[config.mk]
export PLATFORM = sky130hd
export DESIGN_NAME = dmr_mode_config
export DESIGN_NICKNAME = d
export VERILOG_FILES = /design/src/dmr_pkg.sv /design/src/dmr_burst_order.sv /design/src/dmr_mode_config.sv
export SDC_FILE = /design/constraint.sdc
export NUM_CORES = 1
export LEC_CHECK = 0
export BUFFER_PORTS_ARGS = -buffer_cell sky130_fd_sc_hd__buf_2
export CAP_MARGIN = 20
export CELL_PAD_IN_SITES_DETAIL_PLACEMENT = 0
export CELL_PAD_IN_SITES_GLOBAL_PLACEMENT = 1
export CORE_ASPECT_RATIO = 0.75
export CORE_UTILIZATION = 45
export CTS_BUF_LIST = sky130_fd_sc_hd__clkbuf_2 sky130_fd_sc_hd__clkbuf_4 sky130_fd_sc_hd__clkbuf_8
export CTS_CLUSTER_DIAMETER = 100
export DETAILED_ROUTE_END_ITERATION = 12
export GPL_ROUTABILITY_DRIVEN = 0
export GPL_TIMING_DRIVEN = 0
export PLACE_DENSITY = 0.84
export SYNTH_ARGS = -nofsm -noshare
export SYNTH_HDL_FRONTEND = slang
export SYNTH_HIERARCHICAL = 1
export SYNTH_SLANG_ARGS = --single-unit
[constraint.sdc]
create_clock -name sys_clk_i -period 16.2 [get_ports sys_clk_i]
set_input_delay 0.81 -clock sys_clk_i [delete_from_list [all_inputs] [get_ports sys_clk_i]]
set_output_delay 0.81 -clock sys_clk_i [all_outputs]
set_load 0.01 [all_outputs]
[src/dmr_pkg.sv]
package dmr_pkg;

  // Command pins sampled on the command/address bus
  typedef struct packed {
    logic cs_n;
    logic ras_n;
    logic cas_n;
    logic we_n;
    logic [2:0] ba;
    logic [12:0] addr;
  } dmr_cmd_t;

  localparam int MODE_W = 13;
  localparam int LAT_W = 5;

  // Command encodings {ras_n, cas_n, we_n} with cs_n low
  localparam logic [2:0] CMD_MRS = 3'h0;
  localparam logic [2:0] CMD_REF = 3'h1;
  localparam logic [2:0] CMD_RD = 3'h5;
  localparam logic [2:0] CMD_WR = 3'h4;

  // Bank address selecting the target mode word
  localparam logic [2:0] BA_MODE_ZERO = 3'h0;
  localparam logic [2:0] BA_MODE_ONE = 3'h1;

  // Mode word zero field positions
  localparam int M0_BL_LO = 0;
  localparam int M0_BT = 3;
  localparam int M0_RDLAT_LO = 4;
  localparam int M0_DLL_RST = 8;
  localparam int M0_WR_LO = 9;
  localparam int M0_PPD = 12;

  // Mode word one field positions
  localparam int M1_DLL_DIS = 0;
  localparam int M1_DRV_A = 1;
  localparam int M1_ADDLAT_LO = 3;
  localparam int M1_DRV_B = 5;
  localparam int M1_WLEV = 7;

  // Column address bit choosing on-the-fly burst length
  localparam int ADDR_OTF = 12;

  localparam logic [MODE_W-1:0] MODE_ZERO_RST = 13'h0000;
  localparam logic [MODE_W-1:0] MODE_ONE_RST = 13'h0000;

  // Burst length codes
  localparam logic [1:0] BL_FIXED8 = 2'h0;
  localparam logic [1:0] BL_OTF = 2'h1;
  localparam logic [1:0] BL_CHOP4 = 2'h2;

  // Drive strength code for calibration_resistor / 7
  localparam logic [1:0] DRV_CAL7 = 2'h1;

  // Timing counts in clock cycles
  localparam int DLL_LOCK_CYCLES = 512;
  localparam int MODE_UPDATE_CYCLES = 12;
  localparam int MODE_TO_MODE_CYCLES = 4;
  localparam int WRITE_LAT_BASE = 6;
  localparam logic [LAT_W-1:0] DLL_OFF_LAT = 5'h06;

  // Read latency code to clocks, zero for an illegal code
  function automatic logic [LAT_W-1:0] read_lat(input logic [2:0] code);
    case (code)
      3'h1: read_lat = 5'h05;
      3'h2: read_lat = 5'h06;
      3'h4: read_lat = 5'h08;
      3'h6: read_lat = 5'h0A;
      default: read_lat = 5'h00;
    endcase
  endfunction

  // Write recovery code to clocks, zero for a reserved code
  function automatic logic [3:0] wr_rec(input logic [2:0] code);
    case (code)
      3'h1: wr_rec = 4'h5;
      3'h2: wr_rec = 4'h6;
      3'h3: wr_rec = 4'h7;
      3'h4: wr_rec = 4'h8;
      3'h5: wr_rec = 4'hA;
      3'h6: wr_rec = 4'hC;
      default: wr_rec = 4'h0;
    endcase
  endfunction

endpackage

[src/dmr_burst_order.sv]
`timescale 1ns/10ps
module dmr_burst_order (
  input wire logic [2:0] start_i, // Starting column bits 2:0
  input wire logic [2:0] beat_i, // Beat index within burst
  input wire logic interleave_i, // Interleaved ordering
  input wire logic chop_i, // Chop of four burst
  input wire logic write_i, // Write burst
  output logic [2:0] col_o // Column bits for this beat
);

  logic [1:0] low_rot;
  logic [2:0] seq_col;
  logic [2:0] rd_col;
  logic [2:0] wr_col;

  assign low_rot = start_i[1:0] + beat_i[1:0];
  // Upper nibble flips after four beats for full bursts
  assign seq_col = {start_i[2] ^ (beat_i[2] & ~chop_i), low_rot};
  assign rd_col = interleave_i ? (start_i ^ beat_i) : seq_col;
  assign wr_col = chop_i ? {start_i[2], beat_i[1:0]} : beat_i;
  assign col_o = write_i ? wr_col : rd_col;

endmodule // dmr_burst_order

[src/dmr_mode_config.sv]
// Functional notes
// - New features apply only after mode_update_delay, except DLL disable (immediate); DLL reset longer.
// - Mode word zero bit 3 picks sequential or interleaved ordering.
// - Bits 1:0 pick chop four, burst of eight, or on-the-fly by A12.
// - Bursts wrap inside an aligned block of burst-length columns.
// - Reads start anywhere; sequential rotates, interleaved XORs beat count.
// - Writes aligned: chop uses bit 2 nibble, full burst runs 0 to 7.
// - Chop-four reads tri-state data drivers for last four slots.
// - Internal operations start at the same time for chop and full.
// - Bit 8 starts DLL reset and clears itself once started.
// - Write recovery bits 11:9 give 5,6,7,8,10 or 12 clocks.
// - Bit 12 keeps DLL running in precharge_powerdown, choosing exit delay.
// - Read latency bits 6:4 give 5, 6, 8 or 10 whole clocks.
// - First read data appears read_latency clocks after internal read.
// - Mode word one held until rewritten or reset pin; array untouched.
// - Bit 0 of mode word one disables DLL when set, enables when clear; enable needs DLL reset.
// - Self refresh stops DLL; exit restores and resets only if enabled.
// - With DLL off, latencies are six clocks and no termination.
// - Mode word one drive field selects impedance; calibration_resistor/7 primary.
// - Mode word one bits 4:3 pick additive latency 0, read_latency-1 or -2.
// - Mode word one bit 7 enters write leveling mode.
`timescale 1ns/10ps
module dmr_mode_config #(
  parameter int MOD_CYCLES = dmr_pkg::MODE_UPDATE_CYCLES,
  parameter int MRD_CYCLES = dmr_pkg::MODE_TO_MODE_CYCLES,
  parameter int DLLK_CYCLES = dmr_pkg::DLL_LOCK_CYCLES,
  parameter int WLB_CYCLES = dmr_pkg::WRITE_LAT_BASE
) (
  input wire logic sys_clk_i, // 250 MHz clock
  input wire logic reset_i, // Async reset, active high
  input wire dmr_pkg::dmr_cmd_t cmd_i, // Command/address pins
  input wire logic cke_i, // Clock enable pin
  input wire logic dram_reset_n_i, // Device reset pin, active low
  output logic [12:0] mode_word_zero_o, // Stored mode word zero
  output logic [12:0] mode_word_one_o, // Stored mode word one
  output logic update_busy_o, // Mode update delay running
  output logic mrd_busy_o, // Mode-to-mode delay running
  output logic dll_reset_o, // DLL reset start pulse
  output logic dll_enabled_o, // DLL running
  output logic dll_locked_o, // DLL lock time elapsed
  output logic [4:0] read_lat_o, // Total read latency clocks
  output logic [4:0] write_lat_o, // Total write latency clocks
  output logic [3:0] wr_cycles_o, // Write recovery clocks
  output logic ppd_slow_exit_o, // Slow power-down exit needed
  output logic [1:0] drive_sel_o, // Output impedance select
  output logic drive_primary_o, // Impedance is calibration_resistor/7
  output logic wr_level_o, // Write leveling mode
  output logic odt_allowed_o, // Termination may be used
  output logic lat_fault_o, // Illegal latency setting
  output logic beat_valid_o, // Burst beat slot carries data
  output logic [2:0] beat_col_o, // Column bits of the beat
  output logic beat_read_o, // Beat belongs to a read
  output logic dq_oe_o // Data/strobe driver enable
);

  typedef enum logic [2:0] {
    ST_IDLE = 3'h1,
    ST_WAIT = 3'h2,
    ST_BEAT = 3'h4
  } dmr_bst_t;

  localparam int CNT_W = 10;
  localparam logic [CNT_W-1:0] MOD_LOAD = CNT_W'(MOD_CYCLES - 1);
  localparam logic [CNT_W-1:0] MRD_LOAD = CNT_W'(MRD_CYCLES - 1);
  localparam logic [CNT_W-1:0] DLLK_LOAD = CNT_W'(DLLK_CYCLES - 1);
  localparam logic [4:0] WLB_LAT = 5'(WLB_CYCLES);

  // Pin synchronisers
  dmr_pkg::dmr_cmd_t cmd_s1_reg, cmd_reg;
  logic cke_s1_reg, cke_reg, cke_old_reg;
  logic rstn_s1_reg, rstn_reg;

  always_ff @(posedge sys_clk_i or posedge reset_i) begin
    if (reset_i) begin
      cmd_s1_reg <= '1;
      cmd_reg <= '1;
      cke_s1_reg <= 1'b0;
      cke_reg <= 1'b0;
      cke_old_reg <= 1'b0;
      rstn_s1_reg <= 1'b0;
      rstn_reg <= 1'b0;
    end else begin
      cmd_s1_reg <= cmd_i;
      cmd_reg <= cmd_s1_reg;
      cke_s1_reg <= cke_i;
      cke_reg <= cke_s1_reg;
      cke_old_reg <= cke_reg;
      rstn_s1_reg <= dram_reset_n_i;
      rstn_reg <= rstn_s1_reg;
    end
  end

  // Command decode
  wire [2:0] cmd_code = {cmd_reg.ras_n, cmd_reg.cas_n, cmd_reg.we_n};
  wire cmd_sel = ~cmd_reg.cs_n & cke_reg;
  wire is_mrs = cmd_sel & (cmd_code == dmr_pkg::CMD_MRS);
  wire is_rd = cmd_sel & (cmd_code == dmr_pkg::CMD_RD);
  wire is_wr = cmd_sel & (cmd_code == dmr_pkg::CMD_WR);
  wire sr_enter = ~cmd_reg.cs_n & cke_old_reg & ~cke_reg
    & (cmd_code == dmr_pkg::CMD_REF);
  wire wr_zero = is_mrs & (cmd_reg.ba == dmr_pkg::BA_MODE_ZERO);
  wire wr_one = is_mrs & (cmd_reg.ba == dmr_pkg::BA_MODE_ONE);

  // Stored and active mode words
  logic [12:0] mw0_reg, mw0_next, mw1_reg, mw1_next;
  logic [12:0] act0_reg, act1_reg;
  logic [CNT_W-1:0] mod_cnt_reg, mrd_cnt_reg, dllk_cnt_reg;
  logic mod_run_reg, in_sr_reg, sr_dll_reg, dll_run_reg, locked_reg;

  wire rst_self = mw0_reg[dmr_pkg::M0_DLL_RST];
  wire mod_done = mod_run_reg & (mod_cnt_reg == '0);

  always_comb begin
    mw0_next = mw0_reg;
    mw1_next = mw1_reg;
    if (rst_self)
      mw0_next[dmr_pkg::M0_DLL_RST] = 1'b0;
    // Whole row bus replaces the word
    if (wr_zero)
      mw0_next = cmd_reg.addr;
    if (wr_one)
      mw1_next = cmd_reg.addr;
  end

  always_ff @(posedge sys_clk_i or posedge reset_i) begin
    if (reset_i) begin
      mw0_reg <= dmr_pkg::MODE_ZERO_RST;
      mw1_reg <= dmr_pkg::MODE_ONE_RST;
    end else if (!rstn_reg) begin
      mw0_reg <= dmr_pkg::MODE_ZERO_RST;
      mw1_reg <= dmr_pkg::MODE_ONE_RST;
    end else begin
      mw0_reg <= mw0_next;
      mw1_reg <= mw1_next;
    end
  end

  // Mode update delay gates the active copy
  always_ff @(posedge sys_clk_i or posedge reset_i) begin
    if (reset_i) begin
      mod_run_reg <= 1'b0;
      mod_cnt_reg <= '0;
      act0_reg <= dmr_pkg::MODE_ZERO_RST;
      act1_reg <= dmr_pkg::MODE_ONE_RST;
    end else if (!rstn_reg) begin
      mod_run_reg <= 1'b0;
      mod_cnt_reg <= '0;
      act0_reg <= dmr_pkg::MODE_ZERO_RST;
      act1_reg <= dmr_pkg::MODE_ONE_RST;
    end else if (is_mrs) begin
      mod_run_reg <= 1'b1;
      mod_cnt_reg <= MOD_LOAD;
    end else if (mod_done) begin
      mod_run_reg <= 1'b0;
      act0_reg <= mw0_reg;
      act1_reg <= mw1_reg;
    end else if (mod_run_reg) begin
      mod_cnt_reg <= mod_cnt_reg - 1'b1;
    end
  end

  // Mode-to-mode delay indicator; spacing itself is the controller's duty
  always_ff @(posedge sys_clk_i or posedge reset_i) begin
    if (reset_i)
      mrd_cnt_reg <= '0;
    else if (is_mrs)
      mrd_cnt_reg <= MRD_LOAD;
    else if (mrd_cnt_reg != '0)
      mrd_cnt_reg <= mrd_cnt_reg - 1'b1;
  end

  // DLL control: enable bit, self refresh and reset timing
  wire dll_bit_on = ~mw1_reg[dmr_pkg::M1_DLL_DIS];
  wire sr_exit = in_sr_reg & cke_reg & ~cke_old_reg;
  wire sr_restart = sr_exit & sr_dll_reg;
  wire dll_start = (rst_self | sr_restart) & dll_bit_on;

  always_ff @(posedge sys_clk_i or posedge reset_i) begin
    if (reset_i) begin
      in_sr_reg <= 1'b0;
      sr_dll_reg <= 1'b0;
      dll_run_reg <= 1'b0;
    end else begin
      if (sr_enter) begin
        in_sr_reg <= 1'b1;
        sr_dll_reg <= dll_run_reg;
      end else if (sr_exit) begin
        in_sr_reg <= 1'b0;
      end
      if (sr_enter | ~dll_bit_on | ~rstn_reg)
        dll_run_reg <= 1'b0;
      else if (dll_start)
        dll_run_reg <= 1'b1;
    end
  end

  // Lock counter; a new reset restarts it
  always_ff @(posedge sys_clk_i or posedge reset_i) begin
    if (reset_i) begin
      dllk_cnt_reg <= '0;
      locked_reg <= 1'b0;
    end else if (dll_start) begin
      dllk_cnt_reg <= DLLK_LOAD;
      locked_reg <= 1'b0;
    end else if (!dll_run_reg) begin
      locked_reg <= 1'b0;
    end else if (dllk_cnt_reg != '0) begin
      dllk_cnt_reg <= dllk_cnt_reg - 1'b1;
    end else if (!locked_reg) begin
      locked_reg <= 1'b1;
    end
  end

  // Latency and feature decode from the active words
  wire [4:0] rdl_raw = dmr_pkg::read_lat(act0_reg[dmr_pkg::M0_RDLAT_LO +: 3]);
  wire [4:0] rdl_eff = dll_run_reg ? rdl_raw : dmr_pkg::DLL_OFF_LAT;
  wire [4:0] wlb_eff = dll_run_reg ? WLB_LAT : dmr_pkg::DLL_OFF_LAT;
  wire [1:0] addl_code = act1_reg[dmr_pkg::M1_ADDLAT_LO +: 2];
  wire [4:0] addl_lat = (addl_code == 2'h1) ? rdl_eff - 5'h01 :
    (addl_code == 2'h2) ? rdl_eff - 5'h02 : 5'h00;
  wire [4:0] rl_tot = addl_lat + rdl_eff;
  wire [4:0] wl_tot = addl_lat + wlb_eff;
  wire lat_bad = (rdl_raw == 5'h00) | (addl_code == 2'h3);
  wire [3:0] wr_dec = dmr_pkg::wr_rec(act0_reg[dmr_pkg::M0_WR_LO +: 3]);
  wire [1:0] drv = {act1_reg[dmr_pkg::M1_DRV_B], act1_reg[dmr_pkg::M1_DRV_A]};

  // Burst sequencing
  dmr_bst_t st_reg, st_next;
  logic [4:0] lat_cnt_reg;
  logic [2:0] beat_reg, start_reg;
  logic chop_reg, rd_reg, ilv_reg;
  logic [2:0] beat_next, col_next;

  wire [1:0] bl_code = act0_reg[dmr_pkg::M0_BL_LO +: 2];
  wire cmd_chop = (bl_code == dmr_pkg::BL_CHOP4) |
    ((bl_code == dmr_pkg::BL_OTF) & ~cmd_reg.addr[dmr_pkg::ADDR_OTF]);
  wire burst_cmd = is_rd | is_wr;
  wire lat_zero = (lat_cnt_reg == 5'h00);
  wire last_beat = (beat_reg == 3'h7);

  always_comb begin
    st_next = st_reg;
    case (st_reg)
      ST_IDLE: if (burst_cmd) st_next = ST_WAIT;
      ST_WAIT: if (lat_zero) st_next = ST_BEAT;
      ST_BEAT: if (last_beat) st_next = ST_IDLE;
      default: st_next = ST_IDLE;
    endcase
    if (burst_cmd)
      st_next = ST_WAIT;
  end

  assign beat_next = (st_reg == ST_BEAT) ? beat_reg + 3'h1 : 3'h0;

  dmr_burst_order u_order (
    .start_i(start_reg),
    .beat_i(beat_next),
    .interleave_i(ilv_reg),
    .chop_i(chop_reg),
    .write_i(~rd_reg),
    .col_o(col_next)
  );

  wire slot_live = (st_next == ST_BEAT) & (~burst_cmd);
  wire upper = beat_next[2];
  wire slot_data = slot_live & ~(chop_reg & upper);

  always_ff @(posedge sys_clk_i or posedge reset_i) begin
    if (reset_i) begin
      st_reg <= ST_IDLE;
      lat_cnt_reg <= 5'h00;
      beat_reg <= 3'h0;
      start_reg <= 3'h0;
      chop_reg <= 1'b0;
      rd_reg <= 1'b0;
      ilv_reg <= 1'b0;
    end else begin
      st_reg <= st_next;
      if (burst_cmd) begin
        // Same launch point for chop and full bursts
        lat_cnt_reg <= (is_rd ? rl_tot : wl_tot) - 5'h01;
        start_reg <= cmd_reg.addr[2:0];
        chop_reg <= cmd_chop;
        rd_reg <= is_rd;
        ilv_reg <= act0_reg[dmr_pkg::M0_BT];
      end else if (st_reg == ST_WAIT) begin
        lat_cnt_reg <= lat_cnt_reg - 5'h01;
      end
      if (st_next == ST_BEAT)
        beat_reg <= beat_next;
    end
  end

  // Registered outputs
  always_ff @(posedge sys_clk_i or posedge reset_i) begin
    if (reset_i) begin
      beat_valid_o <= 1'b0;
      beat_col_o <= 3'h0;
      beat_read_o <= 1'b0;
      dq_oe_o <= 1'b0;
    end else begin
      beat_valid_o <= slot_data;
      beat_col_o <= col_next;
      beat_read_o <= slot_live & rd_reg;
      dq_oe_o <= slot_data & rd_reg;
    end
  end

  always_ff @(posedge sys_clk_i or posedge reset_i) begin
    if (reset_i) begin
      mode_word_zero_o <= dmr_pkg::MODE_ZERO_RST;
      mode_word_one_o <= dmr_pkg::MODE_ONE_RST;
      update_busy_o <= 1'b0;
      mrd_busy_o <= 1'b0;
      dll_reset_o <= 1'b0;
      dll_enabled_o <= 1'b0;
      dll_locked_o <= 1'b0;
      read_lat_o <= 5'h00;
      write_lat_o <= 5'h00;
      wr_cycles_o <= 4'h0;
      ppd_slow_exit_o <= 1'b1;
      drive_sel_o <= 2'h0;
      drive_primary_o <= 1'b0;
      wr_level_o <= 1'b0;
      odt_allowed_o <= 1'b0;
      lat_fault_o <= 1'b0;
    end else begin
      mode_word_zero_o <= mw0_reg;
      mode_word_one_o <= mw1_reg;
      update_busy_o <= mod_run_reg;
      mrd_busy_o <= (mrd_cnt_reg != '0);
      dll_reset_o <= dll_start;
      dll_enabled_o <= dll_run_reg;
      dll_locked_o <= locked_reg;
      read_lat_o <= rl_tot;
      write_lat_o <= wl_tot;
      wr_cycles_o <= wr_dec;
      ppd_slow_exit_o <= ~act0_reg[dmr_pkg::M0_PPD];
      drive_sel_o <= drv;
      drive_primary_o <= (drv == dmr_pkg::DRV_CAL7);
      wr_level_o <= act1_reg[dmr_pkg::M1_WLEV];
      odt_allowed_o <= dll_run_reg;
      lat_fault_o <= lat_bad;
    end
  end

endmodule // dmr_mode_config

==> impl_metrics.json <==
{
  "status": "finished clean",
  "row_count": 40,
  "period_share_pct": 23.7,
  "p_total_uw": 941,
  "vias_per_cell": 5.02,
  "post_cts_buffers": 0,
  "ctsHoldBuffers": 0,
  "end_kind": "flop",
  "crit_type": "reg2reg",
  "placed_cells": 903,
  "syn2layout_area_growth_pct": 14.2,
  "drc": 0,
  "largest_register_ffs": 20,
  "grt_use_met2_pct": 26.8,
  "grt_usage_pct": 18.2,
  "grt_pass1_wl_mm": 23.8,
  "post_cts_resized": 0,
  "crit_chain": "buf_2 > o21ai_0 > inv_1 > ha_1 > and4b_1 > a2111oi_4 > ha_1 > and4_1 > mux2_2 > nor2_1 > o2111ai_1 > xor2_1 > mux2_2",
  "total_leakage_power_nw": 4.10,
  "cp-start-kind": "flop",
  "ant_nets": 0,
  "fmax_mhz": 261,
  "design_area_um2": 8560,
  "grt_pass1_vias": 4691,
  "seq_area_frac_synth_pct": 65.8,
  "power.density_nw_per_um2": 110,
  "cts_tree": "built",
  "cts_root_buf": "clkbuf_8",
  "hold_viol": 0,
  "crit_slowest_cell": "a2111oi_4",
  "yosys_warnings": 6,
  "core_um2": 16200,
  "met1_usage_pct": 26.1,
  "ys_ff_latch": 195,
  "vias": 4695,
  "cp_max_fo": 10,
  "setup_viol": 0,
  "cts_buffers": 17,
  "rsz0062_at_grt": "false",
  "fin_worst_skew_ns": 0.0158,
  "layout.nets": 749,
  "most-common-layout-cells": "dfrtp_1 (153), nand2_1 (93), buf_2 (87), dfstp_2 (42), nor2_1 (31)",
  "dieArea_um2": 17200,
  "cp.arrival_ns": 4.18,
  "fin_ws_ns": 12.36,
  "drive_above_1_share_pct": 25.9,
  "dp_slack_ns": 12.42,
  "clk_pin_slew_worst_paths_ns": 0.09,
  "netlist_area_um2": 7490,
  "n_antenna_cell": 0,
  "fin_cells": 935,
  "ir_drop_mv": 0.0579,
  "hold_class": "in2async",
  "critPathLaunch": "act0_reg[4]",
  "grt_max_degree": 143,
  "die_w_um": 151,
  "fin_tns_setup_ns": 0,
  "drtIter0Drc": 300,
  "wl_per_cell_um": 15.0,
  "synth_edf_count": 0,
  "routed_wl_mm": 14.0,
  "drv_cap": 0,
  "synth_cells": 611,
  "worst_slew_pin_slew_ns": 0.693,
  "period_minus_slack_ns": 3.84,
  "slowest_delay_ns": 0.44,
  "gr-max-usage-layer": "met2",
  "die-height_um": 114,
  "synth.distinct_cells": 67,
  "portBuffers": 81,
  "maxSlewViolCount": 0,
  "reg2reg_from": "act0_reg[4]",
  "place_area_um2": 8200,
  "mappedNetlistNets": 648,
  "drt_pass1_iterations": 4,
  "htree_levels": 4,
  "final_common_cell": "dfrtp_1",
  "met3_usage_pct": 4.76,
  "antenna_found_initial": 0,
  "slew_headroom_pct": 53.3,
  "start_util_pct": 46.4,
  "cts_sinks": 195,
  "avgSynthCellArea_um2": 12.3,
  "worstSkewPairLatency_ns": 0.46,
  "overflow": 0,
  "postLayoutCoreUtil_pct": 52.9,
  "async_flop_share_pct": 100,
  "hold-worst-slack_ns": 0.346,
  "synth_ff_type": "dfrtp_1",
  "critPathRequiredTime_ns": 16.55,
  "cts_buffer_depth": 2,
  "io_pins": 82,
  "place.detailed.hpwl_mm": 9.90
}
-- synth_stat cells (3+ instances only) --
master     count  area, um2
a21oi_1       15       75.1
a21boi_0      16        120
and2_1         5       31.3
nor2_1        31        116
nor4_1         7       43.8
mux2i_1        4       40.0
clkbuf_1      12       45.0
o2111ai_1      3       26.3
inv_1         24       90.1
nor2b_1       10       62.6
o21a_1         4       30.0
ha_1          13        163
mux2_2         8       90.1
nor3_1        15       75.1
xnor2_1       19        166
nand2_1       93        349
buf_2          6       30.0
nand2b_1       9       56.3
or3_1          6       37.5
dfrtp_1      153       3830
or2_2          3       18.8
o21ai_0       28        140
nand3_1        5       25.0
dfstp_2       42       1100
a22o_1        15        131
or4_1          3       22.5
and3_1         3       18.8
xor2_1        12        105
-- worst paths after layout --
kind | end | slack, ns | cells past startpoint
setup / recovery | lat_cnt_reg[4] | 12.36 | 13
max in group asynchronous | rstn_s1_reg | 14.86 | 3
min in group sys_clk_i | cmd_code[1] | 0.36 | 0
setup reg to reg | lat_cnt_reg[4] | 12.36 | 13
hold reg to reg | cmd_code[1] | 0.36 | 0
hold / removal | dll_locked_o | 0.35 | 2
-- per-layer routing --
metal / up-vias / part of all wire, %
met4: 0 / 1.3
met1: 2289 / 49
met5: - / 0
li1: 2286 / -
met3: 14 / 4.6
met2: 106 / 45
-- critical path, delay by kind of cell (launching register included) --
kind	cells	cell delay, ns
multiplexers	2	0.53
flip-flops	1	0.42
buffers and inverters	2	0.29
XOR/XNOR	1	0.17
AO/OA/AOI/OAI	3	1.00
AND/OR/NAND/NOR	3	0.67
adder cells (fa/ha/maj)	2	0.64
-- power by group --
part	switching [mW]	leakage (nW)	internal, mW
combinational	0.0573	1.44	0.0438
clock	0.172	0.180	0.115
sequential	0.0273	2.48	0.525
-- cell families after synthesis --
logic type / Yosys count / synth area share, %
AND/OR/NAND/NOR: 210 / 14.0
flip-flops: 195 / 65.8
AO/OA/AOI/OAI: 105 / 10.2
buffers and inverters: 45 / 2.50
XOR/XNOR: 31 / 3.62
adder cells (fa/ha/maj): 13 / 2.17
multiplexers: 12 / 1.74
-- cell type report --
class | count | area [um2]
buffer | 21 | 97.6
inverter | 24 | 97.6
timing repair buffer | 82 | 433
multi-input combinational | 371 | 2370
clock buffer | 20 | 256
tap | 210 | 263
clock inverter | 12 | 101
fill | 1405 | 7610
sequential | 195 | 4930
(Power assumes the default switching activity.)
